===== config.mk =====
export PLATFORM = sky130hd
export DESIGN_NAME = smr_socket_mode
export DESIGN_NICKNAME = d
export VERILOG_FILES = /design/src/rtl/smr_mem.v /design/src/rtl/smr_socket_mode.v
export VERILOG_INCLUDE_DIRS = /design/src /design/src/rtl
export SDC_FILE = /design/constraint.sdc
export NUM_CORES = 1
export LEC_CHECK = 0
export CORE_MARGIN = 4
export CORE_UTILIZATION = 30
export DETAILED_ROUTE_END_ITERATION = 12
export DONT_BUFFER_PORTS = 1
export PLACE_DENSITY = 0.41
export REMOVE_ABC_BUFFERS = 1
export SLEW_MARGIN = 20
export SYNTH_ARGS = -nofsm -noshare
export SYNTH_HDL_FRONTEND = slang
export SYNTH_SLANG_ARGS = --single-unit

===== constraint.sdc =====
create_clock -name clk_i -period 2.6 [get_ports clk_i]
set_clock_uncertainty 0.05 [all_clocks]
set_input_delay 0.13 -clock clk_i [delete_from_list [all_inputs] [get_ports clk_i]]
set_output_delay 0.13 -clock clk_i [all_outputs]
set_load 0.01 [all_outputs]

===== src/rtl/smr_defs.vh =====
// offsets, codes and reset values for the socket mode register bank
`ifndef SMR_DEFS_VH
`define SMR_DEFS_VH
`define SMR_OFF_MODE      16'h0000
`define SMR_RST_MODE      8'h00
`define SMR_CMD_OPEN      8'h01
`define SMR_PROTO_CLOSED  4'h0
`define SMR_PROTO_TCP     4'h1
`define SMR_PROTO_UDP     4'h2
`define SMR_PROTO_RAW     4'h4
`define SMR_BIT_OPT7      7
`define SMR_BIT_OPT6      6
`define SMR_BIT_OPT5      5
`define SMR_BIT_OPT4      4
`define SMR_PROTO_MSB     3
`define SMR_PROTO_LSB     0
`endif


===== src/rtl/smr_mem.v =====
// eight-entry register storage with registered read port
`timescale 1ns/1ns
module smr_mem #(
    parameter N_SOCK = 8,
    parameter SEL_W  = 3,
    parameter DATA_W = 8
) (
    input  wire              clk_i,
    input  wire              rstn_i,
    input  wire              we_i,
    input  wire [SEL_W-1:0]  wsel_i,
    input  wire [DATA_W-1:0] wdata_i,
    input  wire [SEL_W-1:0]  rsel_i,
    output reg  [DATA_W-1:0] rdata_o,
    output wire [N_SOCK*DATA_W-1:0] all_o
);
    reg [DATA_W-1:0] mem_r [0:N_SOCK-1];
    genvar g;
    generate
        for (g = 0; g < N_SOCK; g = g + 1) begin : g_ent
            always @(posedge clk_i) begin
                if (!rstn_i) begin
                    mem_r[g] <= {DATA_W{1'b0}};
                end else if (we_i && wsel_i == g) begin
                    mem_r[g] <= wdata_i;
                end
            end
            assign all_o[g*DATA_W +: DATA_W] = mem_r[g];
        end
    endgenerate
    always @(posedge clk_i) begin
        if (!rstn_i) begin
            rdata_o <= {DATA_W{1'b0}};
        end else begin
            rdata_o <= mem_r[rsel_i];
        end
    end
endmodule // smr_mem


===== src/rtl/smr_socket_mode.v =====
// per-socket mode registers and decoded protocol and option enables
`timescale 1ns/1ns
`include "smr_defs.vh"
// What this block does
// - each socket has an 8-bit read/write mode register at offset zero, reset to 0x00.
// - eight register copies exist, picked by the 3-bit socket select field.
// - bits 3..0 pick the protocol: 0001 TCP, 0010 UDP, 0100 raw frame, 0000 closed.
// - in UDP mode bit 7 enables multicast reception.
// - in raw frame mode bit 7 limits reception to broadcast and own-MAC frames.
// - bit 6 drops received broadcasts in UDP and raw frame mode.
// - in TCP mode bit 5 sends ACK at once, else after the retry interval.
// - in multicast UDP bit 5 picks IGMP version 1 when set, version 2 when clear.
// - in raw frame mode bit 5 rejects frames with a multicast destination MAC.
// - in multicast UDP bit 4 rejects received unicast packets.
// - in raw frame mode bit 4 rejects received IPv6 packets.
// - immediate ACK acts only while the protocol is TCP.
// - the open command brings the socket up in the protocol its register selects.
module smr_socket_mode #(
    parameter N_SOCK = 8,
    parameter SEL_W  = 3
) (
    input  wire              clk_i,
    input  wire              rstn_i,
    input  wire              wr_i,
    input  wire              rd_i,
    input  wire [15:0]       addr_i,
    input  wire [SEL_W-1:0]  socket_select_i,
    input  wire [7:0]        wdata_i,
    input  wire              cmd_valid_i,
    input  wire [SEL_W-1:0]  cmd_sel_i,
    input  wire [7:0]        socket_command_i,
    output reg  [7:0]        rdata_o,
    output reg               rvalid_o,
    output reg  [N_SOCK-1:0] open_tcp_o,
    output reg  [N_SOCK-1:0] open_udp_o,
    output reg  [N_SOCK-1:0] open_raw_o,
    output reg  [N_SOCK-1:0] multicast_en_o,
    output reg  [N_SOCK-1:0] mac_filter_enable_o,
    output reg  [N_SOCK-1:0] broadcast_block_o,
    output reg  [N_SOCK-1:0] immediate_ack_o,
    output reg  [N_SOCK-1:0] igmp_version_select_o,
    output reg  [N_SOCK-1:0] multicast_mac_block_o,
    output reg  [N_SOCK-1:0] unicast_block_o,
    output reg  [N_SOCK-1:0] ipv6_block_o
);
    wire             hit;
    wire [7:0]       mem_rdata;
    wire [N_SOCK*8-1:0] all_modes;
    reg              rd_d_r;
    reg              hit_d_r;

    assign hit = (addr_i == `SMR_OFF_MODE);

    smr_mem #(
        .N_SOCK (N_SOCK),
        .SEL_W  (SEL_W),
        .DATA_W (8)
    ) u_mem (
        .clk_i   (clk_i),
        .rstn_i  (rstn_i),
        .we_i    (wr_i & hit),
        .wsel_i  (socket_select_i),
        .wdata_i (wdata_i),
        .rsel_i  (socket_select_i),
        .rdata_o (mem_rdata),
        .all_o   (all_modes)
    );

    // read answers two cycles after the request, zero when unmapped
    always @(posedge clk_i) begin
        if (!rstn_i) begin
            rd_d_r   <= 1'b0;
            hit_d_r  <= 1'b0;
            rvalid_o <= 1'b0;
            rdata_o  <= 8'h00;
        end else begin
            rd_d_r   <= rd_i;
            hit_d_r  <= hit;
            rvalid_o <= rd_d_r;
            rdata_o  <= hit_d_r ? mem_rdata : 8'h00;
        end
    end

    genvar s;
    generate
        for (s = 0; s < N_SOCK; s = s + 1) begin : g_sock
            wire [7:0] m    = all_modes[s*8 +: 8];
            wire [3:0] pr   = m[`SMR_PROTO_MSB:`SMR_PROTO_LSB];
            wire       tcp  = (pr == `SMR_PROTO_TCP);
            wire       udp  = (pr == `SMR_PROTO_UDP);
            wire       raw  = (pr == `SMR_PROTO_RAW);
            wire       mc   = udp & m[`SMR_BIT_OPT7];
            wire       open = cmd_valid_i && cmd_sel_i == s
                              && socket_command_i == `SMR_CMD_OPEN;
            always @(posedge clk_i) begin
                if (!rstn_i) begin
                    open_tcp_o[s]            <= 1'b0;
                    open_udp_o[s]            <= 1'b0;
                    open_raw_o[s]            <= 1'b0;
                    multicast_en_o[s]        <= 1'b0;
                    mac_filter_enable_o[s]   <= 1'b0;
                    broadcast_block_o[s]     <= 1'b0;
                    immediate_ack_o[s]       <= 1'b0;
                    igmp_version_select_o[s] <= 1'b0;
                    multicast_mac_block_o[s] <= 1'b0;
                    unicast_block_o[s]       <= 1'b0;
                    ipv6_block_o[s]          <= 1'b0;
                end else begin
                    // open pulse per selected protocol, high one cycle after each cycle the open command is valid
                    open_tcp_o[s] <= open & tcp;
                    open_udp_o[s] <= open & udp;
                    open_raw_o[s] <= open & raw;
                    multicast_en_o[s] <= mc;
                    mac_filter_enable_o[s] <=
                        raw & m[`SMR_BIT_OPT7];
                    broadcast_block_o[s] <=
                        (udp | raw) & m[`SMR_BIT_OPT6];
                    immediate_ack_o[s] <=
                        tcp & m[`SMR_BIT_OPT5];
                    igmp_version_select_o[s] <=
                        mc & m[`SMR_BIT_OPT5];
                    multicast_mac_block_o[s] <=
                        raw & m[`SMR_BIT_OPT5];
                    unicast_block_o[s] <=
                        mc & m[`SMR_BIT_OPT4];
                    ipv6_block_o[s] <=
                        raw & m[`SMR_BIT_OPT4];
                end
            end
        end
    endgenerate
endmodule // smr_socket_mode


==> reports/qor.yml, run 1 <==
outcome:
  outcome: "complete, but fails checks"
  violations: "negative hold slack"
placement:
  place_congestion: 0.8224
  dp_hpwl_mm: 12.53
  place_ws_ns: 0.6540
  io_buffers: 0
  dp.cells: 765
min_path:
  worstHoldPathCells: 2
  hp-start: "cmd_sel_i[0]"
  min_to: "open_tcp_o[3]$_SDFF_PN0_"
  hold_path.class: "in -> reg"
worst_setup_path:
  critPathSlowestCell: "dlygate4sd3_1"
  path_cells: "dlygate4sd3_1 -> nor4_4 -> dlygate4sd3_1 -> nand2_1 -> nor2_1 -> dlygate4sd3_1"
  crit_top_cell: "dlygate4sd3_1"
  rr_startpoint: "u_mem.mem_r[4][2]$_SDFFCE_PN0P_"
  crit_path_start_kind: "primary input"
  critPathArrivalTime_ns: 2.31
  worstSetupPathType: "in -> reg"
  cp.required_ns: 2.92
  end_kind: "flip-flop"
  cp_num_cells: 6
  max_stage_delay_ns: 0.61
  crit_family: "buffers and inverters"
  reg2reg_to: "open_tcp_o[4]$_SDFF_PN0_"
  r2r_slack_ns: 0.96
  reg2regPathDepth: 2
  path_buf_inv: 3
  path_max_fanout: 3
yosys:
  synth_top_area_cell: "dfxtp_1"
  ys.flop_type: "dfxtp_1"
  synth_top_family_by_area: "simple AND/OR/NAND/NOR gates"
  yosys.cell_count.top_type: "dfxtp_1"
  yosys.area_share.adder: 0
  synth.yosys.seq_area_share: 0.6366
  netlist_top_cells_count: "107 x dfxtp_1, 73 x nor3_1, 64 x edfxtp_1, 37 x and2_1, 24 x nor2_1"
  syn_area_um2: 6384
  synth_edf_count: 64
  yosysUniqueCellTypes: 35
  netlist_top_cells_area: "dfxtp_1 34%, edfxtp_1 30%, nor3_1 5.7%"
  yosysTopAreaCellShare: 0.3356
  synth_xor_area_frac: 0.01098
  avgSynthCellArea_um2: 12.67
  synth.mux.area_fraction: 0.05645
  synth_simple_gate_area_frac: 0.2497
  synth-seq-cells: 171
  synth_warnings: 0
  syn_inst: 504
  async_flop_share: 0
  synth_compound_area_frac: 0.01254
timing:
  holdWs_ns: -0.0001527
  slew_headroom: 0.6323
  fin_crit_ns: 1.986
  maxSlewViolCount: 0
  setup_viol: 0
  hold_viol_final: 1
  fin_crit_sh: 0.7640
  fmax_ghz: 0.5034
  worst_pin_slew_ns: 0.5475
  setup_tns_ns: 0
  grt_setup_unrepaired: "no"
  setup_slack_ns: 0.6137
power_and_ir_drop:
  power.static_leakage_nw: 2.568
  p_per_area_nw_per_um2: 766.4
  ir_drop_uv: 294.3
  report.power.total_mw: 5.639
routing:
  vias: 4001
  vias_per_cell: 4.952
  routed_wl_mm: 17.57
  dr.pass1.iters: 5
  drc: 0
  final_antenna_net_count: 0
  drtIter0Drc: 209
  routedWlPerCell_um: 21.74
grt:
  grtUsageTotal: 0.1499
  grtUsageMet3: 0.04728
  grt_pass1_vias: 4104
  grt_pass1_wl_mm: 26.27
  busiest_layer: "met2"
  antenna_found_initial: 1
  grt_use_met1: 0.1895
  grtUsageMet2: 0.2407
  grt_overflow: 0
  grt_max_degree: 45
cts:
  cts_made_buffers: 17
  cts_hold_buf: 11
  cts_root_buf: "clkbuf_16"
  clk_latency_ns: 0.43
  cts.path.max_buffers: 2
  cts_tree: "done"
  postCtsSetupBuffers: 0
  h-tree-depth: 4
  clock-sinks: 171
  path_clk_slew_ns: 0.06
  cts_resized: 0
layout:
  fillers: 2095
  multiInputGateArea_um2: 2105
  fin_nets: 563
  fin_cells: 808
  seq_area_um2: 4064
  num_antenna_cells: 0
  syn_to_final_growth_pct: 15.25
  layout-drive-gt1-share: 0.1482
die:
  die_area_um2: 23680
  fp.dieW_um: 153.9
  dieHeight_um: 153.9
  core-area_um2: 20960
  start_util: 0.3046
  pin_count: 140
  num_rows: 53
flow_run:
  drv_cap: 0
-- placed cells by master, fill, tap and decap left out, types with 3 or more instances in the layout --
| master | n |
|---|---|
| and2_1 | 37 |
| and3_1 | 16 |
| and4_1 | 6 |
| and4b_1 | 6 |
| buf_4 | 12 |
| clkbuf_16 | 17 |
| clkinv_2 | 4 |
| dfxtp_1 | 107 |
| dlygate4sd3_1 | 10 |
| edfxtp_1 | 64 |
| inv_1 | 14 |
| inv_6 | 4 |
| mux4_2 | 16 |
| nand2_1 | 20 |
| nand2b_1 | 3 |
| nand3_1 | 9 |
| nand3b_1 | 8 |
| nand4b_1 | 3 |
| nor2_1 | 24 |
| nor3_1 | 73 |
| nor3b_1 | 8 |
| nor4_1 | 9 |
| nor4_4 | 4 |
| nor4b_1 | 8 |
| o21ai_0 | 16 |
| or4b_2 | 6 |
| xor2_1 | 8 |
-- report_power, final --
group	internal, mW	leakage (nW)	switching (mW)
sequential	2.85	1.47	0.0856
combinational	0.103	0.810	0.122
clock	1.44	0.285	1.04
total	4.39	2.57	1.24
-- logic make-up after synthesis --
group / after synthesis
buffers and inverters: 40
AOI/OAI and AO/OA: 16
DFF: 171
muxes: 16
and+or+nand+nor: 253
xor gates and xnor gates: 8
-- worst reg2reg max path: stages (launching register included) --
cell and delay (ns):
edfxtp_1 0.49, or4b_2 0.72, nor4_1 0.28
-- state kept, by name, indices dropped and copies added, names as in the netlist, 8 cells and up --
register,cells
open_tcp_o,8
u_mem.mem_r,64
unicast_block_o,8
u_mem.rdata_o,8
immediate_ack_o,8
ipv6_block_o,8
igmp_version_select_o,8
multicast_mac_block_o,8
multicast_en_o,8
open_udp_o,8
mac_filter_enable_o,8
rdata_o,8
open_raw_o,8
broadcast_block_o,8
-- through the flow --
step,util,instance area (um^2)
final,0.3511,7357
after global routing,0.3511,7357
after CTS,0.3511,7357
after detailed placement,0.3176,6655
after global placement,0.3176,6655
after floorplan,-,6221
-- area by class of cell --
class                      count  area share
clock buffer                  18     0.05969
clock inverter                14     0.01939
inverter                      14    0.007143
multi-input combinational    293      0.2861
sequential                   171      0.5524
tap                          275     0.04677
timing repair buffer          23     0.02857
-- worst max path at each step --
stage,start,slack [ns],endpoint
global route,addr_i[7],0.49,u_mem.mem_r[5][1]$_SDFFCE_PN0P_
floorplan,addr_i[10],0.48,u_mem.mem_r[4][0]$_SDFFCE_PN0P_
finish,addr_i[7],0.61,hit_d_r$_SDFF_PN0_
global placement,addr_i[10],0.73,u_mem.mem_r[5][0]$_SDFFCE_PN0P_
CTS,addr_i[7],0.64,hit_d_r$_SDFF_PN0_
detailed placement,addr_i[10],0.65,u_mem.mem_r[5][5]$_SDFFCE_PN0P_
-- routing by layer --
metal,vias to the layer above,part of all wire
met3,20,0.076
met2,148,0.48
met5,-,0.00063
met1,1952,0.42
met4,2,0.015
li1,1879,-
Note: power is estimated with default switching activity, not from simulation.
==> run 2, diff against run 1 <==
ABC_AREA = 1   (was not set)
PLACE_DENSITY = 0.42   (was 0.41)
clock period = 1.62 ns   (was 2.6 ns; I/O delays follow)
==> run 2 against run 1 <==
- the flow now finishes without violations
- flip-flop and latch count did not move
- utilization rose by 0.41 points
- critical path depth did not move
- total power rose by 58%
- clock-buffer cell count did not move
- sequential share of layout area rose by 1.5 points
- die area fell by 3.5%
- largest cell class unchanged
- highest routed layer is now met4
==> reports/qor.yml, run 2 <==
placement:
  dp_hpwl_mm: 12.71  # +1.4%
  io_buffers: 0  # unchanged
  place_area_um2: 6454  # -3.0%
  dp.cells: 917  # +20%
  place_ws_ns: 0.1716  # -0.4824 ns
  place_congestion: 0.8724  # +6.1%
worst_setup_path:
  reg2reg_to: "igmp_version_select_o[3]$_SDFF_PN0_"
  reg2regPathDepth: 5  # +3
  end_kind: "flip-flop"
  critPathSlowestCell: "dlygate4sd3_1"
  crit_family: "simple AND/OR/NAND/NOR gates"
  critPathLaunch: "rstn_i"
  path_cells: "dlygate4sd3_1 -> buf_12 -> nand2_1 -> nor2_1 -> nand4_1 -> nor2_1"
  path_max_fanout: 32  # +29
  r2r_slack_ns: 0.42  # -0.54 ns
  path_buf_inv: 2  # -1
  crit_top_cell: "nor2_1"
  worstSetupPathType: "in -> reg"
  max_stage_delay_ns: 0.58  # -0.03 ns
  crit_path_start_kind: "primary input"
  rr_startpoint: "u_mem.mem_r[3][3]$_SDFFCE_PN0P_"
  cp.required_ns: 1.92  # -1.00 ns
  critPathArrivalTime_ns: 1.76  # -0.55 ns
die:
  dieHeight_um: 151.1  # -1.8%
  die_area_um2: 22840  # -3.5%
  pin_count: 140  # unchanged
  start_util: 0.3047  # about the same
  core-area_um2: 20170  # -3.7%
  fp.dieW_um: 151.1  # -1.8%
  num_rows: 52  # -1.9%
yosys:
  synth_warnings: 0  # unchanged
  yosys.cell_count.top_type: "nor2_1"
  ys.flop_type: "dfxtp_1"
  netlist_top_cells_count: "177 x nor2_1, 107 x dfxtp_1, 90 x nand2_1, 82 x inv_1, 64 x edfxtp_1"
  synth.yosys.seq_area_share: 0.6614  # +0.02476
  avgSynthCellArea_um2: 9.367  # -26%
  synth-seq-cells: 171  # unchanged
  syn_inst: 656  # +30%
  syn_area_um2: 6145  # -3.7%
  netlist_top_cells_area: "dfxtp_1 35%, edfxtp_1 31%, nor2_1 11%"
  async_flop_share: 0  # unchanged
  synth_edf_count: 64  # unchanged
  synth_top_area_cell: "dfxtp_1"
  yosysTopAreaCellShare: 0.3486  # +0.01305
  yosysUniqueCellTypes: 24  # -31%
routing:
  vias_per_cell: 4.572  # -7.7%
  drc: 0  # unchanged
  vias: 4394  # +9.8%
  routed_wl_mm: 17.66  # +0.54%
  final_antenna_net_count: 0  # unchanged
  dr.pass1.iters: 4  # -1
  wl_met3_mm: 1.294  # -3.4%
  routed.top_layer: "met4"
  routedWlPerCell_um: 18.38  # -15%
  wl_met1_mm: 7.671  # +3.0%
  dr_wl_met2_mm: 8.398  # -1.1%
  drtIter0Drc: 323  # +55%
grt:
  grtUsageTotal: 0.1588  # +0.008881
  grt_pass1_vias: 4454  # +8.5%
  grt_overflow: 0  # unchanged
  grt_pass1_wl_mm: 26.31  # +0.16%
  antenna_found_initial: 0  # -1
  grt_max_degree: 33  # -27%
layout:
  final_core_util: 0.3552  # +0.004124
  largest_reg_flops: 64  # unchanged
  layout-drive-gt1-share: 0.07815  # -0.07007
  fin_nets: 721  # +28%
  num_antenna_cells: 0  # unchanged
  largest-register: "u_mem.mem_r"
  syn_to_final_growth_pct: 16.60
  fillers: 2071  # -1.1%
  design_area_um2: 7164  # -2.6%
  fin_cells: 961  # +19%
  final_common_cell: "nor2_1"
  final_cell_mix: "177 x nor2_1, 107 x dfxtp_1, 82 x inv_1, 82 x nand2_1, 64 x edfxtp_1"
timing:
  fmax_ghz: 0.6860
  setup_tns_ns: 0  # unchanged
  setup_slack_ns: 0.1622  # -0.4514 ns
  grt_setup_unrepaired: "no"
  hold_viol_final: 0  # -1
  fin_crit_sh: 0.8999
  worst_pin_slew_ns: 0.7412  # +0.1937 ns
  fin_crit_ns: 1.458
  slew_headroom: 0.5042  # -0.1280
  holdWs_ns: 0.01451  # +0.01466 ns
  maxSlewViolCount: 0  # unchanged
  setup_viol: 0  # unchanged
min_path:
  hp-start: "socket_command_i[0]"
  worstHoldPathCells: 4  # +2
  min_to: "open_udp_o[5]$_SDFF_PN0_"
  hold_path.class: "in -> reg"
outcome:
  outcome: "complete, no violations"
cts:
  clk_latency_ns: 0.43  # about the same
  cts_made_buffers: 17  # unchanged
  cts_tree: "done"
  clock-sinks: 171  # unchanged
  cts_root_buf: "clkbuf_16"
  postCtsSetupBuffers: 0  # unchanged
  h-tree-depth: 4  # unchanged
  path_clk_slew_ns: 0.06  # about the same
  cts.path.max_buffers: 2  # unchanged
power_and_ir_drop:
  ir_drop_uv: 664.7  # +130%
  report.power.total_mw: 8.912  # +58%
  p_per_area_nw_per_um2: 1244  # +62%
  power.static_leakage_nw: 2.876  # +12%
flow_run:
  drv_cap: 0  # unchanged
==> run 2: cell types whose count changed in the layout (fill, tap and decap cells not counted), sizes merged, moves of 9 or more <==
cell,before,now
nor2,24,179
inv,18,89
nand2,21,92
and2,37,0
nor3,74,38
nand3,10,27
and3,16,0
mux4,16,0
a21oi,0,13
nor4,13,0
nand4,3,15
nand3b,10,1
==> run 2: cell type report <==
class,instances,area [um^2],area share
sequential,171,4064,0.5672
clock buffer,18,429.2,0.05990
tap,270,337.8,0.04715
multi-input combinational,386,1717,0.2396
inverter,86,322.8,0.04506
timing repair buffer,16,172.7,0.02410
clock inverter,14,121.4,0.01694
==> run 2: power breakdown <==
group	total, mW	switching (mW)	internal (mW)
Clock	3.82	1.71	2.12
Combinational	0.429	0.318	0.111
Sequential	4.66	0.0889	4.57
Total	8.91	2.11	6.80
==> run 2: worst reg2reg max path, cell delays in order (launching register included) <==
cell and delay (ns):
edfxtp_1 0.36, inv_1 0.14, nand2_1 0.06, nor3_1 0.20, nand3_1 0.19, nor2_1 0.14
==> run 2: logic make-up (layout without fill, tap and decap cells) <==
group           count (synthesis)  after routing  share of synthesized area
compound gates                 34             34                    0.03136
buf+inv                        99            134                    0.06414
flops                         171            171                     0.6614
simple gates                  352            352                     0.2431
==> run 2: how the worst max path moves through the flow <==
stage / to / slack [ns] / depth (start not counted)
3_3_place_gp: u_mem.mem_r[5][0]$_SDFFCE_PN0P_ / 0.19 / 8
2_1_floorplan: u_mem.mem_r[0][0]$_SDFFCE_PN0P_ / 0.26 / 7
5_1_grt: u_mem.mem_r[6][6]$_SDFFCE_PN0P_ / 0.007 / 9
4_1_cts: u_mem.mem_r[6][4]$_SDFFCE_PN0P_ / 0.12 / 9
6_report: open_tcp_o[3]$_SDFF_PN0_ / 0.16 / 6
3_5_place_dp: u_mem.mem_r[2][4]$_SDFFCE_PN0P_ / 0.17 / 8
==> run 2: timing repair <==
item | in CTS | in global routing
hold endpoints to repair | 100 | 80
gates resized for setup | 0 | 10
hold buffers | 11 | 1
setup endpoints to repair | 0 | 66
==> run 2: metal layers <==
metal / track usage / vias up
li1: - / 2143
met1: 0.2052 / 2091
met2: 0.2534 / 142
met3: 0.05147 / 18
met4: 0.05032 / 0
met5: 0 / -
==> run 3, diff against run 2 <==
CORE_MARGIN = 2   (was 4)
==> run 3 against run 2 <==
- flip-flop and latch count stayed put
- worst hold slack better by 0.0034 ns
- total power is 3.2% higher
- register-to-register slack worse by 0.02 ns
- via count is 1.4% lower
- first-iteration DRC count is 13% lower
- combinational power hardly changed
- non-clock buffer count is 2 higher
- critical path depth stayed put
- sequential power hardly changed
- die area is 5.2% lower
- cell area is 1.0% higher
- critical path type unchanged
==> reports/qor.yml, run 3 (synthesis results as in run 2) <==
outcome:
  outcome: "complete, no violations"
timing:
  grt_setup_unrepaired: "yes"
  slew_headroom: 0.5724  # +0.06818
  worst_pin_slew_ns: 0.6393  # -0.1019 ns
  holdWs_ns: 0.01790  # +0.003388 ns
  fin_crit_ns: 1.442  # -0.01533 ns
  setup_viol: 0  # unchanged
  maxSlewViolCount: 0  # unchanged
  fin_crit_sh: 0.8904  # -0.009461
  hold_viol_final: 0  # unchanged
  fmax_ghz: 0.6933  # +1.1%
min_path:
  hp-start: "socket_command_i[7]"
  worstHoldPathCells: 5  # +1
  hold_path.class: "in -> reg"
  min_to: "open_udp_o[1]$_SDFF_PN0_"
worst_setup_path:
  path_max_fanout: 8  # -75%
  r2r_slack_ns: 0.40  # -0.02 ns
  path_cells: "dlygate4sd3_1 -> nor2_1 -> nand2_1 -> nor2_1 -> nand4_1 -> nor2_1"
  cp.required_ns: 1.92  # about the same
  critPathSlowestCell: "dlygate4sd3_1"
  reg2regPathDepth: 5  # unchanged
  worstSetupPathType: "in -> reg"
  crit_top_cell: "nor2_1"
  end_kind: "flip-flop"
  rr_startpoint: "u_mem.mem_r[6][1]$_SDFFCE_PN0P_"
  max_stage_delay_ns: 0.54  # -0.04 ns
  crit_family: "simple AND/OR/NAND/NOR gates"
  reg2reg_to: "ipv6_block_o[6]$_SDFF_PN0_"
  path_buf_inv: 1  # -1
  critPathArrivalTime_ns: 1.74  # -0.02 ns
  crit_path_start_kind: "primary input"
layout:
  num_antenna_cells: 0  # unchanged
  final_cell_mix: "177 x nor2_1, 107 x dfxtp_1, 82 x inv_1, 82 x nand2_1, 64 x edfxtp_1"
  seq_area_um2: 4064  # unchanged
  design_area_um2: 7239  # +1.0%
  largest_reg_flops: 64  # unchanged
  final_common_cell: "nor2_1"
  fin_nets: 723  # +0.28%
  fillers: 2096  # +1.2%
  syn_to_final_growth_pct: 17.82
  multiInputGateArea_um2: 1707  # -0.58%
  layout-drive-gt1-share: 0.07648  # -0.001669
  largest-register: "u_mem.mem_r"
grt:
  grt_pass1_wl_mm: 26.11  # -0.76%
  grt_pass1_vias: 4443  # -0.25%
  grt_max_degree: 33  # unchanged
  antenna_found_initial: 0  # unchanged
  grt_overflow: 0  # unchanged
  grtUsageTotal: 0.1631  # +0.004258
flow_run:
  drv_cap: 0  # unchanged
routing:
  vias_per_cell: 4.498  # -1.6%
  vias: 4332  # -1.4%
  final_antenna_net_count: 0  # unchanged
  dr.pass1.iters: 4  # unchanged
  drtIter0Drc: 282  # -13%
  routedWlPerCell_um: 17.89  # -2.7%
  drc: 0  # unchanged
  routed_wl_mm: 17.23  # -2.5%
placement:
  place_area_um2: 6446  # -0.12%
  io_buffers: 0  # unchanged
  dp_hpwl_mm: 12.20  # -4.0%
  place_congestion: 0.8375  # -4.0%
power_and_ir_drop:
  p_comb_frac: 0.047  # about the same
  ir_drop_uv: 712.2  # +7.1%
  power_frac_seq: 0.507  # -0.016
  sw_frac_of_total: 0.2296  # -0.007332
  p_per_area_nw_per_um2: 1271  # +2.1%
  p_int_mw: 7.086  # +4.2%
  p_switching_mw: 2.112  # about the same
  power.static_leakage_nw: 2.914  # +1.3%
  p_clk_frac: 0.447  # +0.018
die:
  fp.dieW_um: 147.1  # -2.6%
  num_rows: 52  # unchanged
  core-area_um2: 20170  # unchanged
  pin_count: 140  # unchanged
  die_area_um2: 21640  # -5.2%
  dieHeight_um: 147.1  # -2.6%
  start_util: 0.3047  # unchanged
cts:
  cts_tree: "done"
  cts_made_buffers: 17  # unchanged
  path_clk_slew_ns: 0.06  # about the same
  postCtsSetupBuffers: 0  # unchanged
  h-tree-depth: 4  # unchanged
  clock-sinks: 171  # unchanged
  cts.path.max_buffers: 2  # unchanged
  cts_root_buf: "clkbuf_16"
  clk_latency_ns: 0.44  # about the same
run 3: changes by cell type in the layout (fill, tap and decap cells not counted), moves of 2 or more:
cell	previous run	this run
nand3_1	22	24
clkbuf_16	17	21
dlygate4sd3_1	11	14
inv_6	1	4
clkinv_2	2	0
clkinv_4	3	1
nand3_2	3	1
clkinv_1	3	1
run 3: layer usage:
metal  part of all wire  global-route usage  up-vias
li1                   -                   -     2147
met3              0.053             0.04193       26
met1               0.45              0.2085     2045
met4              0.022             0.06250        0
met5                  0                   0        -
met2               0.47              0.2661      114
run 3: per-stage QoR:
stage          setup TNS (ns)  power (mW)  cells  setup slack, ns    util
6_report                    0       9.198    963           0.1775  0.3589
5_1_grt             -0.007001       9.538    963        -0.004555  0.3589
4_1_cts                     0       9.298    962           0.1116  0.3574
3_5_place_dp                0       5.126    916           0.1510  0.3196
3_3_place_gp                0       5.122    916           0.1831  0.3196
2_1_floorplan               0       4.958    643           0.2625       -
run 3: layout make-up:
cell class	count	share of cell area
inverter	86	0.04459
clock buffer	24	0.07570
timing repair buffer	18	0.02696
tap	270	0.04666
clock inverter	8	0.008987
multi-input combinational	386	0.2357
sequential	171	0.5614
run 3: worst max-delay path by stage:
stage	from	end	slack, ns	cells after the start
after floorplan	addr_i[15]	u_mem.mem_r[0][0]$_SDFFCE_PN0P_	0.26	7
after detailed placement	addr_i[13]	u_mem.mem_r[2][4]$_SDFFCE_PN0P_	0.15	8
after CTS	addr_i[0]	u_mem.mem_r[2][6]$_SDFFCE_PN0P_	0.11	9
final	socket_command_i[5]	open_raw_o[3]$_SDFF_PN0_	0.18	6
after global placement	addr_i[13]	u_mem.mem_r[5][4]$_SDFFCE_PN0P_	0.18	8
after global routing	addr_i[0]	u_mem.mem_r[4][7]$_SDFFCE_PN0P_	-0.005	9
run 3: power groups by stage:
stage	Sequential, mW	Combinational [mW]	Clock (mW)
2_1_floorplan	4.71	0.244	0
3_3_place_gp	4.75	0.368	0
3_5_place_dp	4.76	0.371	0
4_1_cts	4.66	0.425	4.21
5_1_grt	4.67	0.480	4.39
6_report	4.66	0.430	4.11
run 3: tightest hold or removal path: cells and delay by family:
kind          cells  cell delay, ns
simple gates      5            0.36
run 3: what timing repair did:
item,4_1_cts,5_1_grt
hold buffers,14,1
endpoints found under the hold margin,100,64
setup endpoints to repair,0,66
resized for setup,0,8
